$ cat src/hw/csfbs_regs.svh
// offsets, field positions and reset values of the status register block
`ifndef CSFBS_REGS_SVH
`define CSFBS_REGS_SVH

// ------------------------------------------------------------------
// register byte offsets
// ------------------------------------------------------------------
`define CSFBS_OFS_FLAGS_BANK 8'h00
`define CSFBS_OFS_BANK_VIEW 8'h04

// ------------------------------------------------------------------
// field positions in alu_flags_and_bank_select
// ------------------------------------------------------------------
`define CSFBS_BIT_INDIRECT_BANK 7
`define CSFBS_BIT_BANK_HIGH 6
`define CSFBS_BIT_BANK_LOW 5
`define CSFBS_BIT_WDOG_EXPIRY 4
`define CSFBS_BIT_SLEEP_ENTERED 3
`define CSFBS_BIT_ZERO 2
`define CSFBS_BIT_NIBBLE_CARRY 1
`define CSFBS_BIT_CARRY 0

// ------------------------------------------------------------------
// reset value and write masks
// ------------------------------------------------------------------
`define CSFBS_RESET_VALUE 8'h18
`define CSFBS_SW_WRITE_MASK 8'hE7
`define CSFBS_BANK_WRITE_MASK 8'hE0

// ------------------------------------------------------------------
// bus responses
// ------------------------------------------------------------------
`define CSFBS_RESP_OKAY 2'h0
`define CSFBS_RESP_DECERR 2'h3

`endif

$ cat src/hw/csfbs_pkg.sv
// types shared by the status register block
package csfbs_pkg;

  // ------------------------------------------------------------------
  // core operations presented to the block
  // ------------------------------------------------------------------
  typedef enum logic [3:0] {
    op_none,
    op_add,
    op_sub,
    op_and,
    op_or,
    op_xor,
    op_inc,
    op_dec,
    op_register_wipe,
    op_working_to_register_move,
    op_nibble_exchange,
    op_bit_reset,
    op_bit_raise
  } csfbs_op_type;

  // ------------------------------------------------------------------
  // block state
  // ------------------------------------------------------------------
  typedef struct packed {
    logic [7:0] status;
    logic [3:0] bank_onehot;
    logic indirect_upper;
    logic [7:0] result;
    logic result_valid;
    logic awready;
    logic wready;
    logic aw_have;
    logic [7:0] aw_addr;
    logic w_have;
    logic [31:0] w_data;
    logic [3:0] w_strb;
    logic bvalid;
    logic [1:0] bresp;
    logic arready;
    logic rvalid;
    logic [31:0] rdata;
    logic [1:0] rresp;
  } csfbs_state_type;

endpackage : csfbs_pkg

$ cat src/hw/csfbs_flag_alu.sv
// result and flag outcome of one core operation
`timescale 1ns/1ns
`default_nettype none

module csfbs_flag_alu (
  // operation
  input wire csfbs_pkg::csfbs_op_type op,
  input wire logic [7:0] operand_w,
  input wire logic [7:0] operand_f,
  input wire logic [2:0] bit_index,
  // outcome
  output logic [7:0] result,
  output logic zero,
  output logic nibble_carry,
  output logic carry,
  output logic zero_upd,
  output logic carry_upd
);

  logic [8:0] sum;
  logic [4:0] nib;

  always_comb begin
    sum = 9'h000;
    nib = 5'h00;
    result = operand_f;
    nibble_carry = 1'b0;
    carry = 1'b0;
    zero_upd = 1'b0;
    carry_upd = 1'b0;
    case (op)
      csfbs_pkg::op_add: begin
        sum = {1'b0, operand_f} + {1'b0, operand_w};
        nib = {1'b0, operand_f[3:0]} + {1'b0, operand_w[3:0]};
        result = sum[7:0];
        carry = sum[8];
        nibble_carry = nib[4];
        zero_upd = 1'b1;
        carry_upd = 1'b1;
      end
      csfbs_pkg::op_sub: begin
        result = operand_f - operand_w;
        carry = (operand_f >= operand_w); // [RL7]
        nibble_carry = (operand_f[3:0] >= operand_w[3:0]); // [RL7]
        zero_upd = 1'b1;
        carry_upd = 1'b1;
      end
      csfbs_pkg::op_and: begin
        result = operand_f & operand_w;
        zero_upd = 1'b1;
      end
      csfbs_pkg::op_or: begin
        result = operand_f | operand_w;
        zero_upd = 1'b1;
      end
      csfbs_pkg::op_xor: begin
        result = operand_f ^ operand_w;
        zero_upd = 1'b1;
      end
      csfbs_pkg::op_inc: begin
        result = operand_f + 8'h01;
        zero_upd = 1'b1;
      end
      csfbs_pkg::op_dec: begin
        result = operand_f - 8'h01;
        zero_upd = 1'b1;
      end
      csfbs_pkg::op_register_wipe: begin
        result = 8'h00; // [RL4]
        zero_upd = 1'b1; // [RL4]
      end
      csfbs_pkg::op_working_to_register_move: begin
        result = operand_w; // [RL5]
      end
      csfbs_pkg::op_nibble_exchange: begin
        result = {operand_f[3:0], operand_f[7:4]}; // [RL5]
      end
      csfbs_pkg::op_bit_reset: begin
        result = operand_f & ~(8'h01 << bit_index); // [RL5]
      end
      csfbs_pkg::op_bit_raise: begin
        result = operand_f | (8'h01 << bit_index); // [RL5]
      end
      default: begin
        result = operand_f;
      end
    endcase
    zero = (result == 8'h00);
  end

endmodule : csfbs_flag_alu

`default_nettype wire

$ cat src/hw/csfbs_top.sv
// core status register with flags, reset cause and bank select
//
// Function
// RL1 - status register is a legal destination of any core operation.
// RL2 - flag-updating operation into status drops data write to three flags.
// RL3 - software writes to bits 4 and 3 are ignored.
// RL4 - wipe of status zeroes upper three bits, sets zero flag only.
// RL5 - bit reset, bit raise, nibble exchange, move leave flags untouched.
// RL6 - direct bank bits select banks 0-3; indirect bit selects upper half.
// RL7 - subtraction drives carry and nibble carry as inverted borrow.
// RL8 - kick, sleep and watchdog expiry steer the two reset-cause flags.
//
// Our own choices: the AXI4-Lite slave port and the placing of the registers.
`timescale 1ns/1ns
`default_nettype none
`include "csfbs_regs.svh"

module csfbs_top #(
  parameter int AXI_ADDR_W = 8
) (
  // clock and reset
  input wire logic aclk,
  input wire logic aresetn,
  // core operation
  input wire logic core_op_valid,
  input wire csfbs_pkg::csfbs_op_type core_op,
  input wire logic [7:0] core_operand_w,
  input wire logic [7:0] core_operand_f,
  input wire logic [2:0] core_bit_index,
  input wire logic core_dest_status,
  // hardware events
  input wire logic watchdog_kick_instr,
  input wire logic sleep_entry,
  input wire logic watchdog_timeout,
  // core view
  output logic [7:0] alu_flags_and_bank_select,
  output logic [3:0] direct_bank_onehot,
  output logic indirect_bank_bit,
  output logic [7:0] core_result,
  output logic core_result_valid,
  // axi4-lite write address
  input wire logic s_axi_awvalid,
  output logic s_axi_awready,
  input wire logic [AXI_ADDR_W-1:0] s_axi_awaddr,
  input wire logic [2:0] s_axi_awprot,
  // axi4-lite write data
  input wire logic s_axi_wvalid,
  output logic s_axi_wready,
  input wire logic [31:0] s_axi_wdata,
  input wire logic [3:0] s_axi_wstrb,
  // axi4-lite write response
  output logic s_axi_bvalid,
  input wire logic s_axi_bready,
  output logic [1:0] s_axi_bresp,
  // axi4-lite read address
  input wire logic s_axi_arvalid,
  output logic s_axi_arready,
  input wire logic [AXI_ADDR_W-1:0] s_axi_araddr,
  input wire logic [2:0] s_axi_arprot,
  // axi4-lite read data
  output logic s_axi_rvalid,
  input wire logic s_axi_rready,
  output logic [31:0] s_axi_rdata,
  output logic [1:0] s_axi_rresp
);

  // ------------------------------------------------------------------
  // state
  // ------------------------------------------------------------------
  csfbs_pkg::csfbs_state_type q;
  csfbs_pkg::csfbs_state_type next_q;

  logic [7:0] alu_f;
  logic [7:0] alu_result;
  logic alu_zero;
  logic alu_nibble_carry;
  logic alu_carry;
  logic alu_zero_upd;
  logic alu_carry_upd;
  logic [7:0] stat;
  logic [7:0] rd_addr;
  logic [7:0] wr_addr;
  logic unused_prot;

  assign unused_prot = ^{s_axi_awprot, s_axi_arprot};

  // ------------------------------------------------------------------
  // operand and flag computation
  // ------------------------------------------------------------------
  // status read back like any file register
  assign alu_f = core_dest_status ? q.status : core_operand_f; // [RL1]

  csfbs_flag_alu u_flag_alu (
    .op(core_op),
    .operand_w(core_operand_w),
    .operand_f(alu_f),
    .bit_index(core_bit_index),
    .result(alu_result),
    .zero(alu_zero),
    .nibble_carry(alu_nibble_carry),
    .carry(alu_carry),
    .zero_upd(alu_zero_upd),
    .carry_upd(alu_carry_upd)
  );

  // ------------------------------------------------------------------
  // next state
  // ------------------------------------------------------------------
  always_comb begin
    next_q = q;
    stat = q.status;
    rd_addr = 8'h00;
    wr_addr = 8'h00;
    next_q.result_valid = 1'b0;

    // write address and data capture
    if (s_axi_awvalid && q.awready) begin
      next_q.aw_have = 1'b1;
      next_q.aw_addr = 8'(s_axi_awaddr);
    end
    if (s_axi_wvalid && q.wready) begin
      next_q.w_have = 1'b1;
      next_q.w_data = s_axi_wdata;
      next_q.w_strb = s_axi_wstrb;
    end
    if (q.bvalid && s_axi_bready) begin
      next_q.bvalid = 1'b0;
    end

    // core operation has priority over a bus write
    if (core_op_valid) begin
      next_q.result = alu_result;
      next_q.result_valid = 1'b1;
      if (core_dest_status) begin
        // reset-cause bits never take data
        if (alu_zero_upd || alu_carry_upd) begin
          // flag-updating op: data reaches the bank bits only
          stat = (stat & ~`CSFBS_BANK_WRITE_MASK)
            | (alu_result & `CSFBS_BANK_WRITE_MASK); // [RL2] [RL4]
        end else begin
          stat = (stat & ~`CSFBS_SW_WRITE_MASK)
            | (alu_result & `CSFBS_SW_WRITE_MASK); // [RL1] [RL3] [RL5]
        end
      end
      // flag outcome overrides any data write to the flags
      if (alu_zero_upd) begin
        stat[`CSFBS_BIT_ZERO] = alu_zero; // [RL2] [RL4]
      end
      if (alu_carry_upd) begin
        stat[`CSFBS_BIT_NIBBLE_CARRY] = alu_nibble_carry; // [RL2] [RL7]
        stat[`CSFBS_BIT_CARRY] = alu_carry; // [RL2] [RL7]
      end
    end else if (q.aw_have && q.w_have && !q.bvalid) begin
      wr_addr = q.aw_addr;
      next_q.aw_have = 1'b0;
      next_q.w_have = 1'b0;
      next_q.bvalid = 1'b1;
      if (wr_addr == `CSFBS_OFS_FLAGS_BANK) begin
        next_q.bresp = `CSFBS_RESP_OKAY;
        if (q.w_strb[0]) begin
          stat = (stat & ~`CSFBS_SW_WRITE_MASK)
            | (q.w_data[7:0] & `CSFBS_SW_WRITE_MASK); // [RL3]
        end
      end else if (wr_addr == `CSFBS_OFS_BANK_VIEW) begin
        next_q.bresp = `CSFBS_RESP_OKAY;
      end else begin
        next_q.bresp = `CSFBS_RESP_DECERR;
      end
    end

    // hardware events on the reset-cause flags
    if (watchdog_kick_instr) begin
      stat[`CSFBS_BIT_WDOG_EXPIRY] = 1'b1; // [RL8]
      stat[`CSFBS_BIT_SLEEP_ENTERED] = 1'b1; // [RL8]
    end
    if (sleep_entry) begin
      stat[`CSFBS_BIT_WDOG_EXPIRY] = 1'b1; // [RL8]
      stat[`CSFBS_BIT_SLEEP_ENTERED] = 1'b0; // [RL8]
    end
    if (watchdog_timeout) begin
      stat[`CSFBS_BIT_WDOG_EXPIRY] = 1'b0; // [RL8]
    end
    next_q.status = stat;

    // bank decode
    case ({stat[`CSFBS_BIT_BANK_HIGH], stat[`CSFBS_BIT_BANK_LOW]})
      2'b00: next_q.bank_onehot = 4'h1; // [RL6]
      2'b01: next_q.bank_onehot = 4'h2; // [RL6]
      2'b10: next_q.bank_onehot = 4'h4; // [RL6]
      2'b11: next_q.bank_onehot = 4'h8; // [RL6]
      default: next_q.bank_onehot = 4'h1;
    endcase
    next_q.indirect_upper = stat[`CSFBS_BIT_INDIRECT_BANK]; // [RL6]

    next_q.awready = !next_q.aw_have && !next_q.bvalid;
    next_q.wready = !next_q.w_have && !next_q.bvalid;

    // read channel
    if (q.rvalid && s_axi_rready) begin
      next_q.rvalid = 1'b0;
      next_q.arready = 1'b1;
    end
    if (s_axi_arvalid && q.arready) begin
      rd_addr = 8'(s_axi_araddr);
      next_q.arready = 1'b0;
      next_q.rvalid = 1'b1;
      next_q.rresp = `CSFBS_RESP_OKAY;
      if (rd_addr == `CSFBS_OFS_FLAGS_BANK) begin
        next_q.rdata = {24'h00_0000, q.status};
      end else if (rd_addr == `CSFBS_OFS_BANK_VIEW) begin
        next_q.rdata = {27'h000_0000, q.indirect_upper, q.bank_onehot};
      end else begin
        next_q.rdata = 32'h0000_0000;
        next_q.rresp = `CSFBS_RESP_DECERR;
      end
    end else if (!q.rvalid) begin
      next_q.arready = 1'b1;
    end
  end

  // ------------------------------------------------------------------
  // registers
  // ------------------------------------------------------------------
  always_ff @(posedge aclk) begin
    if (!aresetn) begin
      q <= '0;
      q.status <= `CSFBS_RESET_VALUE; // [RL8]
      q.bank_onehot <= 4'h1;
    end else begin
      q <= next_q;
    end
  end

  // ------------------------------------------------------------------
  // outputs
  // ------------------------------------------------------------------
  assign alu_flags_and_bank_select = q.status;
  assign direct_bank_onehot = q.bank_onehot;
  assign indirect_bank_bit = q.indirect_upper;
  assign core_result = q.result;
  assign core_result_valid = q.result_valid;
  assign s_axi_awready = q.awready;
  assign s_axi_wready = q.wready;
  assign s_axi_bvalid = q.bvalid;
  assign s_axi_bresp = q.bresp;
  assign s_axi_arready = q.arready;
  assign s_axi_rvalid = q.rvalid;
  assign s_axi_rdata = q.rdata;
  assign s_axi_rresp = q.rresp;

endmodule : csfbs_top

`default_nettype wire

$ cat config.mk
export PLATFORM = sky130hd
export DESIGN_NAME = csfbs_top
export DESIGN_NICKNAME = d
export VERILOG_FILES = /design/src/hw/csfbs_pkg.sv /design/src/hw/csfbs_flag_alu.sv /design/src/hw/csfbs_top.sv
export VERILOG_INCLUDE_DIRS = /design/src /design/src/hw
export SDC_FILE = /design/constraint.sdc
export NUM_CORES = 1
export LEC_CHECK = 0
export BUFFER_PORTS_ARGS = -buffer_cell sky130_fd_sc_hd__buf_2
export CAP_MARGIN = 40
export CELL_PAD_IN_SITES_DETAIL_PLACEMENT = 0
export CELL_PAD_IN_SITES_GLOBAL_PLACEMENT = 2
export CORE_ASPECT_RATIO = 1.25
export CORE_MARGIN = 2
export CORE_UTILIZATION = 29
export DETAILED_ROUTE_END_ITERATION = 7
export GPL_TIMING_DRIVEN = 0
export PLACE_DENSITY_LB_ADDON = 0.05
export SYNTH_ARGS = -nofsm -noshare
export SYNTH_HDL_FRONTEND = slang
export SYNTH_SLANG_ARGS = --single-unit
export TNS_END_PERCENT = 100
$ cat constraint.sdc
create_clock -name aclk -period 4.8 [get_ports aclk]
set_input_delay 0.96 -clock aclk [delete_from_list [all_inputs] [get_ports aclk]]
set_output_delay 0.96 -clock aclk [all_outputs]
set_load 0.03 [all_outputs]
==> results.py, run 1 <==
metrics = {
    "timing": {
        "rsz0062_at_grt": "false",
        "skew_ns": 0.00424,
        "fmax_mhz": 231,
        "timing.final.ws_setup_ns": 0.470,
        "tns_ns": 0,
        "setup_viol": 0,
        "hold_violations": 0,
        "slew_violations": 0,
        "slew_headroom_pct": 46.9,
        "worst_pin_slew_ns": 0.791,
        "finalCritPeriodShare_pct": 90.2,
        "period_needed_ns": 4.33,
    },
    "critical_path": {
        "endpoint_kind": "flop",
        "cp_cell_sequence": "buf_6 -> mux2i_2 -> inv_1 -> ha_1 -> fa_1 -> nand3b_1 -> nand2_1 -> a221o_1 -> xnor2_1 -> a221oi_4 -> o21ai_2 -> a41oi_4 -> and2_1",
        "critPathSlowestCell": "mux2i_2",
        "worstRegToRegCells": 12,
        "slowest_delay_ns": 0.57,
        "cp.arrival_ns": 4.57,
        "criticalPathCategory": "input port to flop",
        "required_ns": 5.04,
        "worstPathMaxFanout": 8,
        "cp-start-kind": "input port",
    },
    "floorplanning": {
        "initial_utilization_pct": 29.4,
        "die_w_microns": 118,
        "dieArea_sq_um": 17300,
        "ios": 156,
        "rows": 52,
        "coreArea_sq_um": 16100,
        "die_y_microns": 147,
    },
    "pwr": {
        "worst_ir_drop_vdd_uv": 168,
        "powerDensity_nw_per_um2": 238,
        "power.total_mw": 1.35,
        "p_leak_nw": 2.59,
    },
    "final_layout": {
        "final_common_cell": "buf_2",
        "area_delta_synth_final_pct": 20.2,
        "antennaDiodeCount": 0,
        "layout.nets": 832,
        "stdcell_count": 928,
        "drive_gt1_share_pct": 29.4,
        "final_cell_mix": "buf_2 (102), buf_4 (58), a21oi_1 (54)",
    },
    "placement": {
        "place_ws_ns": 0.212,
        "place_congestion": 0.898,
        "dp_hpwl_microns": 13300,
        "place_inst": 920,
        "portBuffers": 91,
    },
    "routing": {
        "firstDrtPassIters": 8,
        "wl_per_cell_microns": 17.8,
        "drt-total-wl_microns": 16500,
        "via_count": 4695,
        "remaining_drc_errors": 0,
        "vias_per_cell": 5.06,
        "drtAntennaViolNets": 0,
        "drtIter0Drc": 335,
    },
    "flow_run": {
        "maxCapViolCount": 0,
    },
    "clocking": {
        "cts-root-buf": "clkbuf_16",
        "clk_pin_slew_ns": 0.07,
        "numCtsBuffers": 5,
        "cts_hold_buf": 0,
        "post_cts_buffers": 0,
        "clock_latency_ns": 0.29,
        "clock_path_buffers": 2,
        "htree_levels": 2,
        "cts_tree": "yes",
        "cts_resized": 0,
        "clock_sinks": 53,
    },
    "yosys": {
        "yosysUniqueCellTypes": 97,
        "ys_seq_area_share_pct": 22.4,
        "syn_inst": 590,
        "synth_edf_count": 0,
        "ys.flop_type": "dfxtp_1",
        "synth_seq_cells": 53,
        "yosysWarnings": 0,
        "syn_area_sq_um": 4730,
        "syn_area_per_cell_sq_um": 8.01,
        "synthArstFlopShare_pct": 0,
    },
    "global_routing": {
        "grt_pass1_vias": 4545,
        "grt-ovfl-total": 0,
        "grt_antenna_before_repair": 0,
        "grt_pass1_wl_microns": 25600,
        "grt_usage_pct": 18.9,
        "grt_max_degree": 17,
    },
    "worst_hold_path": {
        "min_path_type": "flop to flop",
        "whs_path_depth": 1,
    },
    "outcome": {
        "status": "completed",
    },
}
[Yosys cell counts, drive strengths merged (5+ instances only)]
cell | count | area (sq um)
a31oi | 8 | 65.1
nor2b | 6 | 37.5
inv | 27 | 106
xnor2 | 8 | 70.1
clkbuf | 8 | 30.0
and3 | 6 | 47.5
nor2 | 47 | 176
nand3 | 21 | 105
mux2i | 16 | 189
dfxtp | 53 | 1060
a22o | 5 | 43.8
nand2b | 8 | 57.6
a21oi | 55 | 287
ha | 25 | 313
buf | 78 | 569
a21o | 9 | 67.6
mux2 | 6 | 71.3
o21ai | 32 | 164
nand2 | 54 | 205
nor3 | 15 | 85.1
nand4 | 5 | 31.3
[kinds of logic after synthesis]
kind of cell	after synthesis	synth area share (%)
xor gates and xnor gates	10	1.85
DFF	53	22.4
muxes	22	5.50
AOI/OAI and AO/OA	171	25.9
and+or+nand+nor	191	21.3
buffers and inverters	114	15.0
other	1	0.0793
adders and majority gates	28	7.89
[sequential cells by signal, indices dropped and copies added (netlist names)]
register                   count
direct_bank_onehot             4
s_axi_rvalid                   1
s_axi_rdata                    8
s_axi_arready                  1
s_axi_bresp                    1
core_result                    8
alu_flags_and_bank_select      8
q                             17
s_axi_bvalid                   1
s_axi_wready                   1
s_axi_awready                  1
s_axi_rresp                    1
core_result_valid              1
[critical path: cells and delay by family]
family | cells | cell delay, ns
buffers and inverters | 2 | 0.46
AOI/OAI and AO/OA | 4 | 1.23
xor gates and xnor gates | 1 | 0.17
and+or+nand+nor | 3 | 0.43
muxes | 1 | 0.57
adders and majority gates | 2 | 0.74
[metal layers]
metal	part of all wire, %	vias to the layer above	global-route usage (%)
met5	0	-	0
met4	3.6	0	7.65
met3	4.0	33	1.82
met2	53	160	36.4
met1	39	2199	21.0
li1	-	2303	-
[power breakdown]
group	internal [mW]	switching [mW]	leakage [nW]
registers	0.463	0.0182	0.434
clock network	0.192	0.164	0.0696
logic	0.195	0.322	2.09
total	0.850	0.504	2.59
[area by class of cell]
cell class,count,area (sq um)
Inverter,28,110
Timing Repair Buffer,91,455
Tap cell,216,270
Clock buffer,5,125
Clock inverter,3,17.5
Multi-Input combinational cell,446,3040
Fill cell,1799,10400
Buffer,86,599
Sequential cell,53,1060
[metrics by stage]
stage	util, %	cell area, sq um	hold slack (ns)
floorplan	-	4810	0.414
global placement	34.5	5540	0.437
detailed placement	34.5	5540	0.441
CTS	35.4	5680	0.455
global route	35.4	5680	0.476
finish	35.4	5680	0.448
[path summary, 6_finish.rpt]
path                                           end  slack (ns)                                 startpoint
hold reg to reg           s_axi_awready$_SDFF_PN0_        0.45                           q[84]$_SDFF_PN0_
setup reg to reg  direct_bank_onehot[1]$_SDFF_PN0_        0.96  alu_flags_and_bank_select[0]$_SDFFE_PN0P_
setup / recovery  direct_bank_onehot[1]$_SDFF_PN0_        0.47                           core_dest_status
hold / removal            s_axi_awready$_SDFF_PN0_        0.45                           q[84]$_SDFF_PN0_
Power figures use the tool's default switching activity.
==> run 2: changes to the inputs <==
--- a/config.mk
+++ b/config.mk
@@ -16,6 +16,7 @@
 export DETAILED_ROUTE_END_ITERATION = 7
 export GPL_TIMING_DRIVEN = 0
 export PLACE_DENSITY_LB_ADDON = 0.05
+export REMOVE_ABC_BUFFERS = 1
 export SYNTH_ARGS = -nofsm -noshare
 export SYNTH_HDL_FRONTEND = slang
 export SYNTH_SLANG_ARGS = --single-unit
==> results.py, run 2 (synthesis gave the netlist of run 1 again) <==
metrics = {
    "outcome": {
        "status": "completed",
    },
    "critical_path": {
        "cpLargestDelayFamily": "compound AO/OA/AOI/OAI gates",
        "crit_path_end": "direct_bank_onehot[1]$_SDFF_PN0_",
        "criticalPathCategory": "input port to flop",
        "cp.arrival_ns": 4.92,
        "cp_cell_sequence": "buf_2 -> mux2i_2 -> inv_1 -> ha_1 -> fa_1 -> nand3b_1 -> nand2_1 -> a221o_1 -> xnor2_1 -> a221oi_4 -> o21ai_2 -> a41oi_4 -> and2_1",
        "crit_buf_inv": 2,
        "crit_cells": 13,
        "endpoint_kind": "flop",
        "required_ns": 5.03,
        "r2r-end": "direct_bank_onehot[1]$_SDFF_PN0_",
        "slowest_delay_ns": 0.62,
        "reg2reg_from": "alu_flags_and_bank_select[0]$_SDFFE_PN0P_",
        "critPathSlowestCell": "mux2i_2",
        "cp-start-kind": "input port",
        "worstPathMaxFanout": 17,
        "crit_start": "core_dest_status",
        "reg2reg_slack_ns": 0.96,
        "worstRegToRegCells": 12,
    },
    "floorplanning": {
        "coreArea_sq_um": 16100,
        "die_y_microns": 147,
        "initial_utilization_pct": 29.4,
        "die_w_microns": 118,
        "dieArea_sq_um": 17300,
        "rows": 52,
        "ios": 156,
    },
    "clocking": {
        "cts-root-buf": "clkbuf_16",
        "cts_resized": 0,
        "clock_sinks": 53,
        "htree_levels": 2,
        "clock_latency_ns": 0.29,
        "post_cts_buffers": 0,
        "cts_tree": "yes",
        "numCtsBuffers": 5,
        "clock_path_buffers": 2,
        "cts_hold_buf": 0,
        "clk_pin_slew_ns": 0.06,
    },
    "routing": {
        "via_count": 4356,
        "wl_per_cell_microns": 18.4,
        "drtIter0Drc": 267,
        "vias_per_cell": 5.14,
        "drt-total-wl_microns": 15600,
        "drtAntennaViolNets": 0,
        "remaining_drc_errors": 0,
        "firstDrtPassIters": 7,
    },
    "placement": {
        "place_ws_ns": -0.163,
        "portBuffers": 96,
        "postPlaceCellArea_sq_um": 5000,
        "place_congestion": 0.862,
        "place_inst": 841,
        "dp_hpwl_microns": 12500,
    },
    "final_layout": {
        "drive_gt1_share_pct": 22.0,
        "layout.nets": 753,
        "final_util_pct": 32.0,
        "antennaDiodeCount": 0,
        "stdcell_count": 848,
        "fillers": 1789,
        "multi_input_area_sq_um": 3040,
        "area_delta_synth_final_pct": 8.84,
        "largest_register_ffs": 17,
        "top_register": "q",
        "seqCellArea_sq_um": 1060,
        "final_common_cell": "buf_2",
        "final_cell_mix": "buf_2 (96), a21oi_1 (54), nand2_1 (53), dfxtp_1 (53), nor2_1 (47)",
        "final_area_sq_um": 5150,
    },
    "pwr": {
        "clock_power_share_pct": 27.2,
        "pwr-share-seq_pct": 37.0,
        "powerDensity_nw_per_um2": 253,
        "intPower_mw": 0.828,
        "worst_ir_drop_vdd_uv": 229,
        "p_switching_mw": 0.474,
        "p_leak_nw": 2.23,
        "swShare_pct": 36.4,
        "p_comb_share_pct": 35.8,
    },
    "global_routing": {
        "met2_usage_pct": 32.3,
        "grt_antenna_before_repair": 0,
        "globalRouteMet1Util_pct": 21.3,
        "grtUsageMet3_pct": 2.02,
        "grt_pass1_wl_microns": 24300,
        "grt_usage_pct": 17.8,
        "grt_pass1_vias": 4172,
        "grt_max_degree": 41,
        "grt-ovfl-total": 0,
        "busiest_layer": "met2",
    },
    "timing": {
        "period_needed_ns": 4.68,
        "worst_pin_slew_ns": 0.804,
        "rsz0062_at_grt": "false",
        "skew_ns": 0.00221,
        "timing.final.ws_setup_ns": 0.119,
        "holdWs_ns": 0.452,
        "slew_violations": 0,
        "hold_violations": 0,
        "slew_headroom_pct": 46.3,
        "finalCritPeriodShare_pct": 97.5,
        "fmax_mhz": 214,
        "setup_viol": 0,
    },
    "flow_run": {
        "maxCapViolCount": 0,
    },
    "worst_hold_path": {
        "min_path_type": "flop to flop",
    },
}
[run 2: cell count changes in the layout (fill, tap and decap cells not counted), sizes merged]
cell,delta
clkbuf,-6
clkdlybuf4s18,+1
buf,-72
clkinv,-2
clkinvlp,-1
[run 2: metrics by stage]
step,power (mW),setup TNS (ns)
6_report,1.30,0
5_1_grt,1.38,0
4_1_cts,1.32,0
3_5_place_dp,0.958,-0.807
3_3_place_gp,0.958,-0.795
2_1_floorplan,0.792,0
[run 2: power groups by stage]
stage | registers, mW | logic, mW | clock network, mW
after floorplan | 0.521 | 0.271 | 0
after global placement | 0.493 | 0.466 | 0
after detailed placement | 0.493 | 0.465 | 0
after CTS | 0.483 | 0.468 | 0.370
after global routing | 0.486 | 0.509 | 0.388
final | 0.482 | 0.467 | 0.354
[run 2: cell type report]
| type | instances | share of cell area (%) |
|---|---|---|
| Clock buffer | 7 | 2.77 |
| Multi-Input combinational cell | 446 | 59.2 |
| Timing Repair Buffer | 98 | 10.1 |
| Inverter | 28 | 2.14 |
| Sequential cell | 53 | 20.6 |
| Tap cell | 216 | 5.25 |
[run 2: worst min path at each step]
stage	depth (start not counted)	startpoint	to	slack, ns
final	2	q[39]$_SDFFE_PN0P_	q[39]$_SDFFE_PN0P_	0.45
after global routing	2	q[80]$_SDFFE_PN0P_	q[80]$_SDFFE_PN0P_	0.48
after CTS	2	q[39]$_SDFFE_PN0P_	q[39]$_SDFFE_PN0P_	0.46
after detailed placement	2	q[39]$_SDFFE_PN0P_	q[39]$_SDFFE_PN0P_	0.45
after global placement	2	s_axi_rdata[3]$_SDFFE_PN0P_	s_axi_rdata[3]$_SDFFE_PN0P_	0.44
after floorplan	1	q[84]$_SDFF_PN0_	s_axi_awready$_SDFF_PN0_	0.41
[run 2: worst min-delay path: stages, from the launching register on]
cell	delay, ns
dfxtp_1	0.31
nand2_1	0.05
a21oi_1	0.05
[run 2: metal layers]
layer / share of wire, % / up-vias
met3: 4.4 / 23
met5: 0 / -
li1: - / 2145
met1: 40 / 2049
met2: 52 / 139
met4: 3.6 / 0
